## src/logic/interval_timer_params.svh

```systemverilog
// Constants of the interval timer: register indices, field positions, reset values.
// Assumes byte address = index * 4 on a 32-bit AXI4-Lite bus.
`ifndef INTERVAL_TIMER_PARAMS_SVH
`define INTERVAL_TIMER_PARAMS_SVH

`define IT_ADDR_W 16
`define IT_DATA_W 32
`define IT_INDEX_W 14
`define IT_GATE_INDEX 14'h0f76
`define IT_CTRL_INDEX 14'h0fc8
`define IT_STATUS_INDEX 14'h0fd0
`define IT_MASK_INDEX 14'h0fd1
`define IT_GATE_RESET 8'h00
`define IT_CTRL_RESET 4'h0
`define IT_GATE_EN_BIT 5
`define IT_SERIAL_EN_BIT 0
`define IT_RUN_BIT 0
`define IT_SEL_LSB 1
`define IT_SEL_MSB 3
`define IT_SEL_W 3
`define IT_COUNT_W 15
`define IT_FULL_MASK 15'h7fff
`define IT_STAT_W 2
`define IT_STAT_PERIODIC_BIT 0
`define IT_STAT_AUTOSTOP_BIT 1
`define IT_STAT_RESET 2'h0
`define IT_RESP_OKAY 2'h0
`define IT_RESP_SLVERR 2'h2

`endif

```

## src/logic/interval_timer_pkg.sv

```systemverilog
// Types shared by the interval timer modules.
// Assumes the constants header is on the include path.
`include "interval_timer_params.svh"

package interval_timer_pkg;

  // Control register layout: select in bits 3:1, run in bit 0.
  typedef struct packed {
    logic [`IT_SEL_W-1:0] select;
    logic run;
  } ctrl_type;

  // A write request held until both address and data are taken.
  typedef struct packed {
    logic [`IT_ADDR_W-1:0] addr;
    logic [`IT_DATA_W-1:0] data;
    logic [3:0] strb;
  } wr_req_type;

  // A read answer.
  typedef struct packed {
    logic [1:0] resp;
    logic [`IT_DATA_W-1:0] data;
  } rd_ans_type;

endpackage

```

## src/logic/level_sync.sv

```systemverilog
// Three-stage synchroniser with an agreement filter and a rising-edge pulse.
// Assumes an input asynchronous to i_clk.
`timescale 1ns/1ps
`include "interval_timer_params.svh"

module level_sync (
  input wire logic i_clk,
  input wire logic i_rst_n,
  input wire logic i_async,
  output logic o_level,
  output logic o_rise
);

  logic stage1_reg;
  logic stage2_reg;
  logic stage3_reg;
  logic level_reg;
  logic rise_reg;

  always_ff @(posedge i_clk or negedge i_rst_n) begin
    if (!i_rst_n) begin
      stage1_reg <= 1'b0;
      stage2_reg <= 1'b0;
      stage3_reg <= 1'b0;
    end else begin
      stage1_reg <= i_async;
      stage2_reg <= stage1_reg;
      stage3_reg <= stage2_reg;
    end
  end

  // A change counts only once the second and third stages agree.
  always_ff @(posedge i_clk or negedge i_rst_n) begin
    if (!i_rst_n) begin
      level_reg <= 1'b0;
      rise_reg <= 1'b0;
    end else begin
      if (stage2_reg == stage3_reg) begin
        level_reg <= stage3_reg;
      end
      rise_reg <= (stage2_reg == stage3_reg) && stage3_reg && !level_reg;
    end
  end

  assign o_level = level_reg;
  assign o_rise = rise_reg;

endmodule // level_sync

```

## src/logic/interval_counter.sv

```systemverilog
// Binary counter of low-frequency ticks with a power-of-two interval event.
// Assumes i_tick is a one-cycle pulse per low-frequency clock rise.
`timescale 1ns/1ps
`include "interval_timer_params.svh"

module interval_counter (
  input wire logic i_clk,
  input wire logic i_rst_n,
  input wire logic i_run,
  input wire logic i_tick,
  input wire logic [`IT_SEL_W-1:0] i_select,
  output logic o_event
);

  logic [`IT_COUNT_W-1:0] count_reg;
  logic [`IT_COUNT_W-1:0] interval_mask;
  logic event_reg;

  // Code 0 gives 2^15 ticks, each step halves it, code 7 gives 2^8.
  assign interval_mask = `IT_FULL_MASK >> i_select; // RULE1

  always_ff @(posedge i_clk or negedge i_rst_n) begin
    if (!i_rst_n) begin
      count_reg <= '0;
    end else if (!i_run) begin
      count_reg <= '0; // RULE12
    end else if (i_tick) begin
      count_reg <= count_reg + `IT_COUNT_W'(1); // RULE10 RULE11
    end
  end

  always_ff @(posedge i_clk or negedge i_rst_n) begin
    if (!i_rst_n) begin
      event_reg <= 1'b0;
    end else begin
      event_reg <= i_run && i_tick && ((count_reg & interval_mask) == interval_mask); // RULE11
    end
  end

  assign o_event = event_reg;
endmodule // interval_counter

```

## src/logic/interval_timer.sv

```systemverilog
// Periodic interval timer with an AXI4-Lite register slave and interrupt logic.
// Assumes mode inputs come from logic on i_clk; the low-frequency clock is asynchronous.
//
// Implementation choice: register access over AXI4-Lite.
`timescale 1ns/1ps
`include "interval_timer_params.svh"

// Functional notes
// [RULE1] Select code 0 gives 2^15 ticks per event, each step halves, code 7 gives 2^8.
// [RULE2] Writes to the select field are ignored while the run bit is set.
// [RULE3] Starting run loads select in the same write; stopping run keeps select.
// [RULE4] Oscillator off, stop or tick-only sleep clears run and keeps select.
// [RULE5] Gate enable at zero stops the block; at one it operates.
// [RULE6] Gate enable resets to zero.
// [RULE7] Software sets the gate enable before first touching the control register.
// [RULE8] Software must not clear the gate enable while running.
// [RULE9] Run is zero after reset; the control register resets to zero.
// [RULE10] Setting run starts the counter on low-frequency ticks.
// [RULE11] At each interval an event is raised and counting continues.
// [RULE12] Clearing run clears the counter and stops it.
// [RULE13] Operation only in modes where the low-frequency clock runs.
// [RULE14] The periodic request leaves as a single system-clock pulse.
module interval_timer (
  input wire logic i_clk,
  input wire logic i_resetn,
  input wire logic i_awvalid,
  output logic o_awready,
  input wire logic [`IT_ADDR_W-1:0] i_awaddr,
  input wire logic i_wvalid,
  output logic o_wready,
  input wire logic [`IT_DATA_W-1:0] i_wdata,
  input wire logic [3:0] i_wstrb,
  output logic o_bvalid,
  input wire logic i_bready,
  output logic [1:0] o_bresp,
  input wire logic i_arvalid,
  output logic o_arready,
  input wire logic [`IT_ADDR_W-1:0] i_araddr,
  output logic o_rvalid,
  input wire logic i_rready,
  output logic [`IT_DATA_W-1:0] o_rdata,
  output logic [1:0] o_rresp,
  input wire logic i_low_frequency_clock,
  input wire logic i_low_oscillator_enable,
  input wire logic i_stop_mode,
  input wire logic i_tick_only_low_clock_sleep,
  output logic o_periodic_interrupt_request,
  output logic o_irq,
  output logic o_serial_port0_clock_gate_enable
);

  // ********************************************************************
  // Reset release
  // ********************************************************************

  logic [1:0] rst_pipe_reg;
  logic rst_n;

  always_ff @(posedge i_clk or negedge i_resetn) begin
    if (!i_resetn) begin
      rst_pipe_reg <= 2'h0;
    end else begin
      rst_pipe_reg <= {rst_pipe_reg[0], 1'b1};
    end
  end

  assign rst_n = rst_pipe_reg[1];

  // ********************************************************************
  // Write channels
  // ********************************************************************

  interval_timer_pkg::wr_req_type wr_req_reg;
  logic aw_full_reg;
  logic w_full_reg;
  logic awready_reg;
  logic wready_reg;
  logic bvalid_reg;
  logic [1:0] bresp_reg;
  logic do_write;
  logic [`IT_INDEX_W-1:0] wr_index;
  logic wr_lane0;
  logic wr_mapped;

  assign do_write = aw_full_reg && w_full_reg && !bvalid_reg;
  assign wr_index = wr_req_reg.addr[`IT_ADDR_W-1:2];
  assign wr_lane0 = wr_req_reg.strb[0];
  assign wr_mapped = (wr_index == `IT_GATE_INDEX) || (wr_index == `IT_CTRL_INDEX) ||
                     (wr_index == `IT_STATUS_INDEX) || (wr_index == `IT_MASK_INDEX);

  // Address and data are taken in either order and held until the write is done.
  always_ff @(posedge i_clk or negedge rst_n) begin
    if (!rst_n) begin
      wr_req_reg <= '0;
      aw_full_reg <= 1'b0;
      w_full_reg <= 1'b0;
      awready_reg <= 1'b0;
      wready_reg <= 1'b0;
    end else begin
      if (i_awvalid && awready_reg) begin
        wr_req_reg.addr <= i_awaddr;
        aw_full_reg <= 1'b1;
        awready_reg <= 1'b0;
      end else if (do_write) begin
        aw_full_reg <= 1'b0;
      end else if (!aw_full_reg && !bvalid_reg) begin
        awready_reg <= 1'b1;
      end
      if (i_wvalid && wready_reg) begin
        wr_req_reg.data <= i_wdata;
        wr_req_reg.strb <= i_wstrb;
        w_full_reg <= 1'b1;
        wready_reg <= 1'b0;
      end else if (do_write) begin
        w_full_reg <= 1'b0;
      end else if (!w_full_reg && !bvalid_reg) begin
        wready_reg <= 1'b1;
      end
    end
  end

  always_ff @(posedge i_clk or negedge rst_n) begin
    if (!rst_n) begin
      bvalid_reg <= 1'b0;
      bresp_reg <= `IT_RESP_OKAY;
    end else if (do_write) begin
      bvalid_reg <= 1'b1;
      bresp_reg <= wr_mapped ? `IT_RESP_OKAY : `IT_RESP_SLVERR;
    end else if (bvalid_reg && i_bready) begin
      bvalid_reg <= 1'b0;
    end
  end

  // ********************************************************************
  // Gate, control, status and mask registers
  // ********************************************************************

  logic [7:0] gate_reg;
  interval_timer_pkg::ctrl_type ctrl_reg;
  logic [`IT_STAT_W-1:0] status_reg;
  logic [`IT_STAT_W-1:0] mask_reg;
  logic gate_en;
  logic ctrl_wr;
  logic halt_cond;
  logic cnt_event;
  logic [`IT_STAT_W-1:0] status_set;
  logic [`IT_STAT_W-1:0] status_clr;

  assign gate_en = gate_reg[`IT_GATE_EN_BIT];
  // Without its clock the block takes no control writes.
  assign ctrl_wr = do_write && wr_lane0 && (wr_index == `IT_CTRL_INDEX) && gate_en; // RULE5
  assign halt_cond = !i_low_oscillator_enable || i_stop_mode ||
                     i_tick_only_low_clock_sleep; // RULE13

  always_ff @(posedge i_clk or negedge rst_n) begin
    if (!rst_n) begin
      gate_reg <= `IT_GATE_RESET; // RULE6
    end else if (do_write && wr_lane0 && (wr_index == `IT_GATE_INDEX)) begin
      gate_reg <= wr_req_reg.data[7:0];
    end
  end

  always_ff @(posedge i_clk or negedge rst_n) begin
    if (!rst_n) begin
      ctrl_reg <= `IT_CTRL_RESET; // RULE9
    end else if (halt_cond) begin
      ctrl_reg.run <= 1'b0; // RULE4 RULE13
    end else if (ctrl_wr) begin
      if (!ctrl_reg.run) begin
        ctrl_reg.select <= wr_req_reg.data[`IT_SEL_MSB:`IT_SEL_LSB]; // RULE2 RULE3
      end
      ctrl_reg.run <= wr_req_reg.data[`IT_RUN_BIT]; // RULE3
    end
  end

  always_comb begin
    status_set = '0;
    status_set[`IT_STAT_PERIODIC_BIT] = cnt_event;
    status_set[`IT_STAT_AUTOSTOP_BIT] = ctrl_reg.run && halt_cond;
    status_clr = '0;
    if (do_write && wr_lane0 && (wr_index == `IT_STATUS_INDEX)) begin
      status_clr = wr_req_reg.data[`IT_STAT_W-1:0];
    end
  end

  // A new event in the cycle of its clear still sets the bit.
  always_ff @(posedge i_clk or negedge rst_n) begin
    if (!rst_n) begin
      status_reg <= `IT_STAT_RESET;
    end else begin
      status_reg <= (status_reg & ~status_clr) | status_set;
    end
  end

  always_ff @(posedge i_clk or negedge rst_n) begin
    if (!rst_n) begin
      mask_reg <= `IT_STAT_RESET;
    end else if (do_write && wr_lane0 && (wr_index == `IT_MASK_INDEX)) begin
      mask_reg <= wr_req_reg.data[`IT_STAT_W-1:0];
    end
  end

  // ********************************************************************
  // Read channel
  // ********************************************************************

  interval_timer_pkg::rd_ans_type rd_ans;
  logic [`IT_INDEX_W-1:0] rd_index;
  logic arready_reg;
  logic rvalid_reg;
  logic [`IT_DATA_W-1:0] rdata_reg;
  logic [1:0] rresp_reg;

  assign rd_index = i_araddr[`IT_ADDR_W-1:2];

  always_comb begin
    rd_ans.resp = `IT_RESP_OKAY;
    rd_ans.data = '0;
    unique case (rd_index)
      `IT_GATE_INDEX: rd_ans.data[7:0] = gate_reg;
      `IT_CTRL_INDEX: rd_ans.data[`IT_SEL_MSB:0] = ctrl_reg;
      `IT_STATUS_INDEX: rd_ans.data[`IT_STAT_W-1:0] = status_reg;
      `IT_MASK_INDEX: rd_ans.data[`IT_STAT_W-1:0] = mask_reg;
      default: rd_ans.resp = `IT_RESP_SLVERR;
    endcase
  end

  always_ff @(posedge i_clk or negedge rst_n) begin
    if (!rst_n) begin
      arready_reg <= 1'b0;
      rvalid_reg <= 1'b0;
      rdata_reg <= '0;
      rresp_reg <= `IT_RESP_OKAY;
    end else if (i_arvalid && arready_reg) begin
      arready_reg <= 1'b0;
      rvalid_reg <= 1'b1;
      rdata_reg <= rd_ans.data;
      rresp_reg <= rd_ans.resp;
    end else if (rvalid_reg && i_rready) begin
      rvalid_reg <= 1'b0;
    end else if (!rvalid_reg) begin
      arready_reg <= 1'b1;
    end
  end

  // ********************************************************************
  // Low-frequency tick, counter and interrupt outputs
  // ********************************************************************

  logic lf_rise;
  logic request_reg;
  logic irq_reg;

  level_sync lf_sync (
    .i_clk(i_clk),
    .i_rst_n(rst_n),
    .i_async(i_low_frequency_clock),
    .o_level(),
    .o_rise(lf_rise)
  );

  // Ticks reach the counter only while the clock gate is open.
  interval_counter counter (
    .i_clk(i_clk),
    .i_rst_n(rst_n),
    .i_run(ctrl_reg.run),
    .i_tick(lf_rise && gate_en), // RULE5
    .i_select(ctrl_reg.select),
    .o_event(cnt_event)
  );

  always_ff @(posedge i_clk or negedge rst_n) begin
    if (!rst_n) begin
      request_reg <= 1'b0;
      irq_reg <= 1'b0;
    end else begin
      request_reg <= cnt_event; // RULE14
      irq_reg <= |(status_reg & mask_reg);
    end
  end

  assign o_awready = awready_reg;
  assign o_wready = wready_reg;
  assign o_bvalid = bvalid_reg;
  assign o_bresp = bresp_reg;
  assign o_arready = arready_reg;
  assign o_rvalid = rvalid_reg;
  assign o_rdata = rdata_reg;
  assign o_rresp = rresp_reg;
  assign o_periodic_interrupt_request = request_reg;
  assign o_irq = irq_reg;
  assign o_serial_port0_clock_gate_enable = gate_reg[`IT_SERIAL_EN_BIT];
endmodule // interval_timer

```

## config.mk

```make
export PLATFORM = sky130hd
export DESIGN_NAME = interval_timer
export DESIGN_NICKNAME = d
export VERILOG_FILES = /design/src/logic/interval_timer_pkg.sv /design/src/logic/level_sync.sv /design/src/logic/interval_counter.sv /design/src/logic/interval_timer.sv
export VERILOG_INCLUDE_DIRS = /design/src /design/src/logic
export SDC_FILE = /design/constraint.sdc
export NUM_CORES = 1
export LEC_CHECK = 0
export BUFFER_PORTS_ARGS = -buffer_cell sky130_fd_sc_hd__buf_2
export CAP_MARGIN = 10
export CORE_AREA = 2 2 137 99
export CTS_CLUSTER_DIAMETER = 60
export DETAILED_ROUTE_END_ITERATION = 10
export DIE_AREA = 0 0 139 101
export PLACE_DENSITY_LB_ADDON = 0.3
export SYNTH_ARGS = -nofsm -noshare
export SYNTH_HDL_FRONTEND = slang
export SYNTH_SLANG_ARGS = --single-unit
```

## constraint.sdc

```tcl
create_clock -name i_clk -period 3.1 [get_ports i_clk]
set_input_delay 0 -clock i_clk [delete_from_list [all_inputs] [get_ports i_clk]]
set_output_delay 0 -clock i_clk [all_outputs]
set_load 0.01 [all_outputs]
```

* Word-level counts from Yosys, hierarchy flattened *
Index checks and enable logic that the tools add are counted.
W data, S select, Z words.

cells by class
  shifts and indexed selects = 1
  equality and inequality tests = 15
  add/sub/neg operators = 1
  reductions and logical operators = 44
  muxes and demuxes = 26
  bitwise operators = 7

operators with widths
  kind                     number
  $eq A14 B12 Y1 const B   8
  $mux W15                 2
  $logic_and A1 B1 Y1      21
  $mux W1                  18
  $add A15 B1 Y15 const B  1
  $and A15 B15 Y15         1
  $eq A15 B15 Y1           1
  $shr A15 B3 Y15 const A  1
  $reduce_bool A2 Y1       7
  $ne A2 B1 Y1 const B     4
  $pmux W2 S4              1
  $mux W2                  3
  $reduce_and A2 Y1        3
  $logic_not A1 Y1         5
  $logic_or A1 B1 Y1       5
  $and A2 B2 Y2            2
  $mux W4                  1
  $pmux W2 S2              1
  $reduce_or A4 Y1         1
  $reduce_and A3 Y1        1
  $ne A2 B2 Y1 const B     1
  $not A1 Y1               2
  $not A2 Y2               1
  $or A2 B2 Y2             1
  2 further kinds          2

word-level totals
  flip-flop bits (word level) = 85
  bits of input ports = 79
  logic and storage cells = 122
  output and inout port bits = 44

* Longest topological paths before layout *
Gate-level depths: netlist (run 1).

  depth after elaboration = 8
  mapped depth = 5
  depth with buffers taken out = 5

* Hierarchy *
A second synthesis (run 1) with hierarchy kept.

unflattened totals
  cells, all modules = 319
  area total of the unflattened synthesis = 3,789.9 um^2

by module, submodules not included
  module            area an instance (um^2)  cells each  instances
  interval_timer    2,743.9                  222         1
  interval_counter  887.1                    89          1
  level_sync        158.9                    8           1

* Worst setup path before layout (run 1) *
OpenSTA, ideal clock, no wires.

  path type = reg2reg
  start = reg wr_req_reg, in the netlist wr_index[12]
  end = reg ctrl_reg[1] (netlist name)
  path slack = 1,292 ps
  setup time = 128 ps
  data arrival time = 1,681 ps
  stages on the path, launching flop included = 5
  cells stage by stage = dfrtp_1 nand4bb_1 or3_1 nor4_4 mux2_1

on the way
  word-level cells in the longest chain between the ends = 4

ends and longest elaborated chain
  element                            RTL line               source
  start, declared                    interval_timer.sv:73   interval_timer_pkg::wr_req_type wr_req_reg;
  $eq A14 B12 Y1 (no line)           n/a
  $logic_and A1 B1 Y1 (2 in series)  interval_timer.sv:151  assign ctrl_wr = do_write && wr_lane0 && (wr_index == `IT_CTRL_INDEX) && gate_en;
  $reduce_and A3 Y1 (no line)        n/a
  end signal, assigned               interval_timer.sv:165  ctrl_reg <= `IT_CTRL_RESET;
  end, declared                      interval_timer.sv:139  interval_timer_pkg::ctrl_type ctrl_reg;

No other way between the ends.
A chain may end at the register's enable or synchronous reset.

* Worst setup path after layout (run 1) *
  start = reg wr_req_reg, in the netlist wr_index[12]
  end = reg gate_reg[5]

on the way
  word-level cells in the longest chain between the ends = 2

ends and longest elaborated chain
  element                   RTL line               source
  $eq A14 B12 Y1 (no line)  n/a
  $logic_and A1 B1 Y1       interval_timer.sv:158  end else if (do_write && wr_lane0 && (wr_index == `IT_GATE_INDEX)) begin
  end signal, assigned      interval_timer.sv:157  gate_reg <= `IT_GATE_RESET;
  end signal, assigned      interval_timer.sv:159  gate_reg <= wr_req_reg.data[7:0];
  end, declared             interval_timer.sv:138  logic [7:0] gate_reg;

No other way between the ends.

==> impl_metrics.yaml, run 1 <==
outcome:
  outcome: "finished clean"
sta:
  hold_violations: 0
  timing.clock.skew_ns: 0.00506
  max_slew_margin_pct: 33.1
  minimum_period_implied_by_the_final_worst_setup_slack_ns: 2.32
  max_slew.worst_pin.slew_ns: 1.00
  fin_crit_sh_pct: 74.7
  fmax_mhz: 432
  setup-tns-final_ns: 0
  setup-violations-final: 0
  slew_viol_final: 0
  rsz0062_at_grt: "false"
floorplan:
  fp.dieW_microns: 139
  initial_utilization_pct: 29.1
  rows: 35
  die_area_sq_um: 14000
  floorplan.io_pins: 123
  floorplan.die.height_microns: 101
  area_of_the_core_sq_um: 12800
power:
  p_total_mw: 3.09
  sw_frac_of_total_pct: 27.4
  combinationalPowerShare_pct: 17.4
  total_power_per_unit_cell_area_nw_per_um2: 651
  netSwitchingPower_mw: 0.845
  ir_worst_vdd_mv: 0.401
  seq_power_share_pct: 48.0
  internal_power_mw: 2.24
  power.clock.fraction_pct: 34.7
  p_leak_nw: 2.15
final_layout:
  fillerInstances: 1262
  drive_gt1_share_pct: 27.6
  largest_register_ffs: 15
  final_area_sq_um: 4740
  area_growth_syn_to_layout_pct: 27.5
  final_nets: 497
  layout.cells.most_common: "dfrtp_1"
  fin_cells: 587
  antenna_cells_inserted: 0
  multi_input_comb_area_sq_um: 1540
  final_cell_mix: "80 x dfrtp_1, 65 x buf_2, 31 x dlygate4sd3_1, 27 x conb_1, 26 x mux2_2"
  register_area_sq_um: 2030
synth:
  synth.ff_latch_count: 81
  share_of_synthesized_area_occupied_by_flip_flops_and_latches_pct: 54.5
  synthCells: 316
  syn-cell-area_sq_um: 3720
  primary_flip_flop_cell_chosen_by_synthesis_mapping: "dfrtp_1"
  synth_edf_count: 0
  synth-async-reset-ratio_pct: 100
  yosysUniqueCellTypes: 46
  postSynthAreaPerCell_sq_um: 11.8
  yosys_warnings: 0
placement:
  placed_area_sq_um: 4130
  dp.final_hpwl_microns: 5420
  place_inst: 540
  port_buffers: 65
  finalWeightedCongestion: 0.773
setup_path:
  cp_capture_type: "flop"
  worstPathArrival_ns: 2.53
  worstPathMaxFanout: 8
  worst-endpoint-required_ns: 3.32
  critical_path_class: "reg -> reg"
  crit_path_start_kind: "flop"
global_route:
  grt_antenna_before_repair: 0
  maximum_number_of_pins_on_one_net_before_global_route_repair: 80
  globalRoute.totalOverflow: 0
  grt_first_pass_wirelength_microns: 12300
  track_usage_pct: 11.1
  first_global_vias: 2486
clocking:
  post_cts.repair.setup_buffers: 0
  clk_path_buf_depth: 2
  ctsRootBufferMaster: "clkbuf_16"
  clock_sink_count: 81
  cts_repair_resize_count: 0
  path_clk_slew_ns: 0.06
  cts_tree: "built"
  cts_inserted_buffers: 9
  clock_tree.htree_level_count: 3
  later_pin_clock_latency_in_the_skew_report_ns: 0.34
routing:
  initialDrtViolationCount: 111
  route.detailed.drc: 0
  antenna_left: 0
  detailroute.via_count: 2627
  routed_via_density: 4.48
  detail_route.first_pass.iterations: 4
  postRouteWirelength_microns: 7680
  drt-wirelength-per-cell_microns: 13.1
min_path:
  timing.hold.worst.class: "in -> reg"
flow_run:
  cap_viol_max_count: 0
-- critical path, stage by stage, from the launching register on --
cell and delay, ns:
dfrtp_1 0.37, nand4bb_1 0.24, nor4b_1 0.65, and3_1 0.56
mux2_1 0.38
-- Yosys cell counts (3+ instances only) --
cell type | count | area (sq um)
mux2_2 | 26 | 293
inv_1 | 9 | 33.8
a21oi_1 | 12 | 60.1
clkbuf_1 | 5 | 18.8
nor3_1 | 4 | 20.0
nor2_1 | 7 | 26.3
o21ai_1 | 6 | 30.0
o21ai_0 | 12 | 60.1
nand3_1 | 8 | 40.0
a22o_1 | 3 | 26.3
o31ai_1 | 3 | 22.5
mux2_1 | 13 | 146
nand4_1 | 7 | 43.8
and2_1 | 8 | 50.1
or3_1 | 7 | 43.8
a21boi_1 | 4 | 30.0
buf_4 | 26 | 195
xnor2_1 | 7 | 61.3
dfrtp_1 | 81 | 2030
o21a_1 | 3 | 22.5
nand2_1 | 23 | 86.3
a22oi_1 | 5 | 37.5
and4_1 | 3 | 26.3
nand2b_1 | 3 | 18.8
-- per-stage QoR --
| step | util [%] | setup WS, ns | hold WS [ns] |
|---|---|---|---|
| finish | 37.1 | 0.784 | 0.0585 |
| global route | 37.1 | 0.593 | 0.0894 |
| CTS | 37.1 | 0.787 | 0.0575 |
| detailed placement | 32.3 | 0.792 | -0.211 |
| global placement | 32.3 | 0.830 | -0.216 |
| floorplan | - | 0.677 | -0.296 |
-- power by group through the flow --
stage | sequential, mW | clock (mW) | combinational (mW)
after floorplan | 1.46 | 0 | 0.382
after global placement | 1.49 | 0 | 0.500
after detailed placement | 1.50 | 0 | 0.518
after CTS | 1.48 | 1.10 | 0.547
after global routing | 1.52 | 1.13 | 0.596
final | 1.48 | 1.07 | 0.537
-- cell families (layout without fill, tap and decap cells) --
group / after synthesis / in the layout / synth area share (%)
xor gates and xnor gates: 8 / 8 / 1.88
AOI/OAI and AO/OA: 52 / 52 / 8.57
adders and majority gates: 2 / 2 / 0.672
DFF: 81 / 81 / 54.5
buffers and inverters: 41 / 121 / 6.79
and+or+nand+nor: 91 / 91 / 15.6
other: 2 / 27 / 0.202
muxes: 39 / 39 / 11.8
-- layout make-up --
class,instances,share of cell area (%)
Inverter,9,0.712
Multi-Input combinational cell,219,32.4
Clock inverter,3,0.844
Tap cell,166,4.38
Timing Repair Buffer,96,13.4
Sequential cell,81,42.8
Clock buffer,13,5.49
-- routing by layer --
layer  wire [microns]  track usage, %  vias up  part of all wire, %
met3              514            4.37        9                  6.7
met1             3920            15.3     1267                   51
met2             3160            16.3       74                   41
li1                 -               -     1277                    -
met5                0               0        -                    0
met4               87            3.03        0                  1.1
-- repair_timing --
action	in CTS	in global routing
endpoints found under the hold margin	30	0
setup endpoints to repair	0	0
hold buffers	31	0
-- final timing paths --
path | start | end | slack (ns) | depth (start not counted)
setup reg to reg | wr_index[12] | gate_reg[5] | 0.78 | 4
max in group asynchronous | rst_pipe_reg[1] | gate_reg[6] | 1.94 | 0
min in group asynchronous | rst_pipe_reg[1] | lf_sync.stage2_reg | 0.50 | 0
hold reg to reg | lf_sync.stage1_reg | lf_sync.stage2_reg | 0.35 | 0
hold / removal | i_stop_mode | status_reg[1] | 0.06 | 3
setup / recovery | wr_index[12] | gate_reg[5] | 0.78 | 4
Power figures use the tool's default switching activity.
==> run 2, diff against run 1 <==
- clock period: 3.1 -> 2.4 ns (I/O delays scaled with it)
==> run 2 against run 1 <==
  * Non-clock buffer count is 5 higher
  * Total power is 37% higher
  * Combinational power is 34% higher
  * Critical path type unchanged
  * Clock skew is 0.0033 ns higher
  * Register-to-register slack worse by 0.46 ns
  * Critical path depth stayed put
  * Largest power group unchanged
  * Routed wire length is 2.5% higher
  * Sequential cell count stayed put
==> impl_metrics.yaml, run 2 (synthesis results as in run 1) <==
setup_path:
  critical_path_class: "reg -> reg"
  worst-endpoint-required_ns: 2.62
  worstPathMaxFanout: 4
  worst-r2r-cell-count: 4
  crit_path_start_kind: "flop"
  cp_capture_type: "flop"
  regToRegStartpoint: "wr_index[12]"
  rr_endpoint: "mask_reg[1]"
  worstPathArrival_ns: 2.30
  ff2ff_setup_slack_ns: 0.32
global_route:
  grt_antenna_before_repair: 0
  track_usage_pct: 11.8
  maximum_number_of_pins_on_one_net_before_global_route_repair: 34
  grt_first_pass_wirelength_microns: 13000
  globalRoute.totalOverflow: 0
  first_global_vias: 2581
sta:
  max_slew_margin_pct: 54.3
  rsz0062_at_grt: "false"
  fmax_mhz: 481
  hold_violations: 0
  setup-violations-final: 0
  minimum_period_implied_by_the_final_worst_setup_slack_ns: 2.08
  setup-tns-final_ns: 0
  slew_viol_final: 0
  max_slew.worst_pin.slew_ns: 0.685
  timing.clock.skew_ns: 0.00834
  fin_crit_sh_pct: 86.7
routing:
  routed_via_density: 4.57
  antenna_left: 0
  detailroute.via_count: 2706
  drt-wirelength-per-cell_microns: 13.3
  initialDrtViolationCount: 109
  route.detailed.drc: 0
  detail_route.first_pass.iterations: 4
  postRouteWirelength_microns: 7870
final_layout:
  layout.cells.most_common: "dfrtp_1"
  fillerInstances: 1249
  largest_register_ffs: 15
  area_growth_syn_to_layout_pct: 29.9
  final_nets: 502
  drive_gt1_share_pct: 28.9
  final_cell_mix: "80 x dfrtp_1, 65 x buf_2, 31 x dlygate4sd3_1, 27 x conb_1, 26 x mux2_2"
  antenna_cells_inserted: 0
clocking:
  clock_tree.htree_level_count: 3
  path_clk_slew_ns: 0.06
  clk_path_buf_depth: 2
  cts_inserted_buffers: 9
  clock_sink_count: 81
  later_pin_clock_latency_in_the_skew_report_ns: 0.34
  cts_tree: "built"
  ctsRootBufferMaster: "clkbuf_16"
min_path:
  hold-path-endpoint: "status_reg[1]"
  hold_depth: 3
  hold_sp: "i_stop_mode"
  timing.hold.worst.class: "in -> reg"
floorplan:
  die_area_sq_um: 14000
  initial_utilization_pct: 29.1
  rows: 35
  area_of_the_core_sq_um: 12800
  floorplan.die.height_microns: 101
  fp.dieW_microns: 139
  floorplan.io_pins: 123
power:
  p_total_mw: 4.24
  total_power_per_unit_cell_area_nw_per_um2: 877
  ir_worst_vdd_mv: 0.459
  p_leak_nw: 2.20
flow_run:
  cap_viol_max_count: 0
placement:
  finalWeightedCongestion: 0.774
  port_buffers: 65
  dp.final_hpwl_microns: 5690
outcome:
  outcome: "finished clean"
==> run 2: how the worst max path moves through the flow <==
| stage | slack [ns] | depth (start not counted) | from | end |
|---|---|---|---|---|
| CTS | 0.31 | 5 | wr_index[12] | gate_reg[0] |
| global placement | 0.35 | 5 | wr_index[12] | gate_reg[4] |
| finish | 0.32 | 4 | wr_index[12] | mask_reg[1] |
| global route | 0.18 | 5 | wr_index[12] | gate_reg[2] |
| detailed placement | 0.31 | 5 | wr_index[12] | gate_reg[0] |
| floorplan | 0.59 | 4 | wr_index[12] | ctrl_reg[1] |
==> run 2: power breakdown <==
group	switching, mW	total [mW]	leakage [nW]	internal (mW)
Clock	0.556	1.60	0.169	1.05
Sequential	0.261	1.91	1.04	1.65
Combinational	0.327	0.722	0.990	0.396
Total	1.14	4.24	2.20	3.10
==> run 2: final cells by class <==
| type | count | area, sq um | area share [%] |
|---|---|---|---|
| inverters | 9 | 33.8 | 0.699 |
| repair buffers | 101 | 673 | 13.9 |
| flip-flops and latches | 81 | 2030 | 42.0 |
| well taps | 166 | 208 | 4.29 |
| clock buffers | 10 | 239 | 4.94 |
| clock inverters | 6 | 115 | 2.38 |
| multi-input cells | 219 | 1540 | 31.8 |
==> run 2: per-layer routing <==
layer / vias to the layer above / global-route usage [%] / wire length [microns]
li1: 1296 / - / -
met1: 1322 / 16.3 / 4000
met2: 79 / 16.9 / 3280
met3: 9 / 4.56 / 486
met4: 0 / 4.20 / 108
met5: - / 0 / 0
==> run 2: repair_timing <==
item / CTS / global route
endpoints found under the setup margin: 0 / 0
gates resized for setup: 0 / 0
hold buffers: 31 / 0
hold endpoints to repair: 31 / 0
setup buffers: 0 / 0
==> run 2: through the flow <==
step           utilization, %  hold slack (ns)  instance area [sq um]  setup slack [ns]  cells
2_1_floorplan               -           -0.296                   3820             0.592    341
3_3_place_gp             32.6           -0.214                   4170             0.349    545
3_5_place_dp             32.6           -0.210                   4170             0.308    545
4_1_cts                  37.8           0.0560                   4840             0.307    592
5_1_grt                  37.8           0.0687                   4840             0.184    592
6_report                 37.8           0.0608                   4840             0.319    592
==> run 2: worst max-delay path, stage by stage, from the launching register on <==
cell	delay [ns]
dfrtp_1	0.37
nand4bb_1	0.25
or3_1	0.52
nor4_2	0.44
mux2_1	0.38
==> run 3, diff against run 2 <==
- HOLD_SLACK_MARGIN: unset -> 0.1
==> run 3 against run 2 <==
  * Total power barely moved
  * Clock power barely moved
  * Clock-buffer cell count did not move
  * Cell count did not move
  * Global-route usage did not move
  * Routed wire length barely moved
  * Critical path depth did not move
  * Largest cell class unchanged
  * Highest routed layer unchanged
==> impl_metrics.yaml, run 3 (synthesis results as in run 1) <==
sta:
  fmax_mhz: 482
  fin_crit_sh_pct: 86.5
  minimum_period_implied_by_the_final_worst_setup_slack_ns: 2.08
  rsz0062_at_grt: "false"
  max_slew.worst_pin.slew_ns: 0.676
  slew_viol_final: 0
  setup-tns-final_ns: 0
  timing.clock.skew_ns: 0.00845
  hold_violations: 0
  setup-violations-final: 0
  max_slew_margin_pct: 55.0
global_route:
  maximum_number_of_pins_on_one_net_before_global_route_repair: 34
  first_global_vias: 2581
  grt_first_pass_wirelength_microns: 13000
  globalRoute.totalOverflow: 0
  track_usage_pct: 11.8
  grt_antenna_before_repair: 0
placement:
  finalWeightedCongestion: 0.774
  placed_area_sq_um: 4170
  port_buffers: 65
  place_inst: 545
  dp.final_hpwl_microns: 5690
routing:
  detail_route.first_pass.iterations: 7
  drt-wirelength-per-cell_microns: 13.3
  postRouteWirelength_microns: 7870
  detailroute.via_count: 2728
  route.detailed.drc: 0
  routed_via_density: 4.61
  initialDrtViolationCount: 115
  antenna_left: 0
clocking:
  ctsRootBufferMaster: "clkbuf_16"
  path_clk_slew_ns: 0.06
  cts_repair_resize_count: 0
  cts_inserted_buffers: 9
  clk_path_buf_depth: 2
  later_pin_clock_latency_in_the_skew_report_ns: 0.34
  clock_tree.htree_level_count: 3
  clock_sink_count: 81
  cts_tree: "built"
floorplan:
  area_of_the_core_sq_um: 12800
  die_area_sq_um: 14000
  floorplan.io_pins: 123
  fp.dieW_microns: 139
  initial_utilization_pct: 29.1
  rows: 35
  floorplan.die.height_microns: 101
setup_path:
  worst-endpoint-required_ns: 2.62
  cp_capture_type: "flop"
  cp_slowest_cell: "or3_1"
  worstPathArrival_ns: 2.29
  worstPathMaxFanout: 4
  crit_path_start_kind: "flop"
  critical_path.cell_chain: "nand4bb_1, or3_1, nor4_2, mux2_1"
  cpPeakStageDelay_ns: 0.52
  critical_path_class: "reg -> reg"
power:
  p_total_mw: 4.24
  total_power_per_unit_cell_area_nw_per_um2: 876
  p_leak_nw: 2.20
  ir_worst_vdd_mv: 0.459
final_layout:
  fin_cells: 592
  final_area_sq_um: 4840
  final_nets: 502
  layout.cells.most_common: "dfrtp_1"
  area_growth_syn_to_layout_pct: 29.9
  final_cell_mix: "80 x dfrtp_1, 65 x buf_2, 31 x dlygate4sd3_1, 27 x conb_1, 26 x mux2_2"
  antenna_cells_inserted: 0
  drive_gt1_share_pct: 28.9
  fillerInstances: 1249
  largest_register_ffs: 15
min_path:
  timing.hold.worst.class: "in -> reg"
outcome:
  outcome: "finished clean"
flow_run:
  cap_viol_max_count: 0
-- run 3: cell counts in the layout (fill, tap and decap cells not counted) --
No cell type changed its count.
-- run 3: per-stage QoR --
stage	utilization (%)	setup slack (ns)	hold WS, ns
global route	37.8	0.184	0.143
floorplan	-	0.592	-0.296
finish	37.8	0.324	0.131
global placement	32.6	0.349	-0.214
CTS	37.8	0.307	0.118
detailed placement	32.6	0.308	-0.210
-- run 3: final timing paths --
check | endpoint | startpoint | depth (start not counted) | slack (ns)
setup / recovery | mask_reg[1] | wr_index[12] | 4 | 0.32
hold / removal | o_rdata[4] | i_araddr[9] | 5 | 0.13
setup reg to reg | mask_reg[1] | wr_index[12] | 4 | 0.32
hold reg to reg | counter.count_reg[9] | rst_pipe_reg[1] | 0 | 0.28
max in group asynchronous | wr_req_reg[10] | rst_pipe_reg[1] | 1 | 1.46
min in group asynchronous | counter.count_reg[9] | rst_pipe_reg[1] | 0 | 0.28
-- run 3: cell type report --
class                   count  area (sq um)  share of cell area, %
flip-flops and latches     81          2030                   42.0
multi-input cells         219          1540                   31.8
repair buffers            101           673                   13.9
clock buffers              10           239                   4.94
well taps                 166           208                   4.29
clock inverters             6           115                   2.38
inverters                   9          33.8                  0.699
-- run 3: timing repair --
action                                 CTS  global route
setup buffers                            0             0
endpoints found under the hold margin   32             0
hold buffers                            31             0
-- run 3: critical path: cells and delay by family, from the launching register on --
family           cells  cell delay, ns
and+or+nand+nor      3            1.21
DFF                  1            0.37
muxes                1            0.38
-- run 3: metal layers --
metal	routed length, microns	global-route usage (%)	vias up
met5	0	0	-
met4	108	4.20	0
met3	518	4.56	9
met2	3290	16.9	89
met1	3960	16.3	1333
li1	-	-	1297
-- run 3: where the power goes --
| group | total [mW] | internal [mW] | switching [mW] |
|---|---|---|---|
| Sequential | 1.91 | 1.65 | 0.261 |
| Clock | 1.60 | 1.05 | 0.555 |
| Combinational | 0.721 | 0.396 | 0.325 |
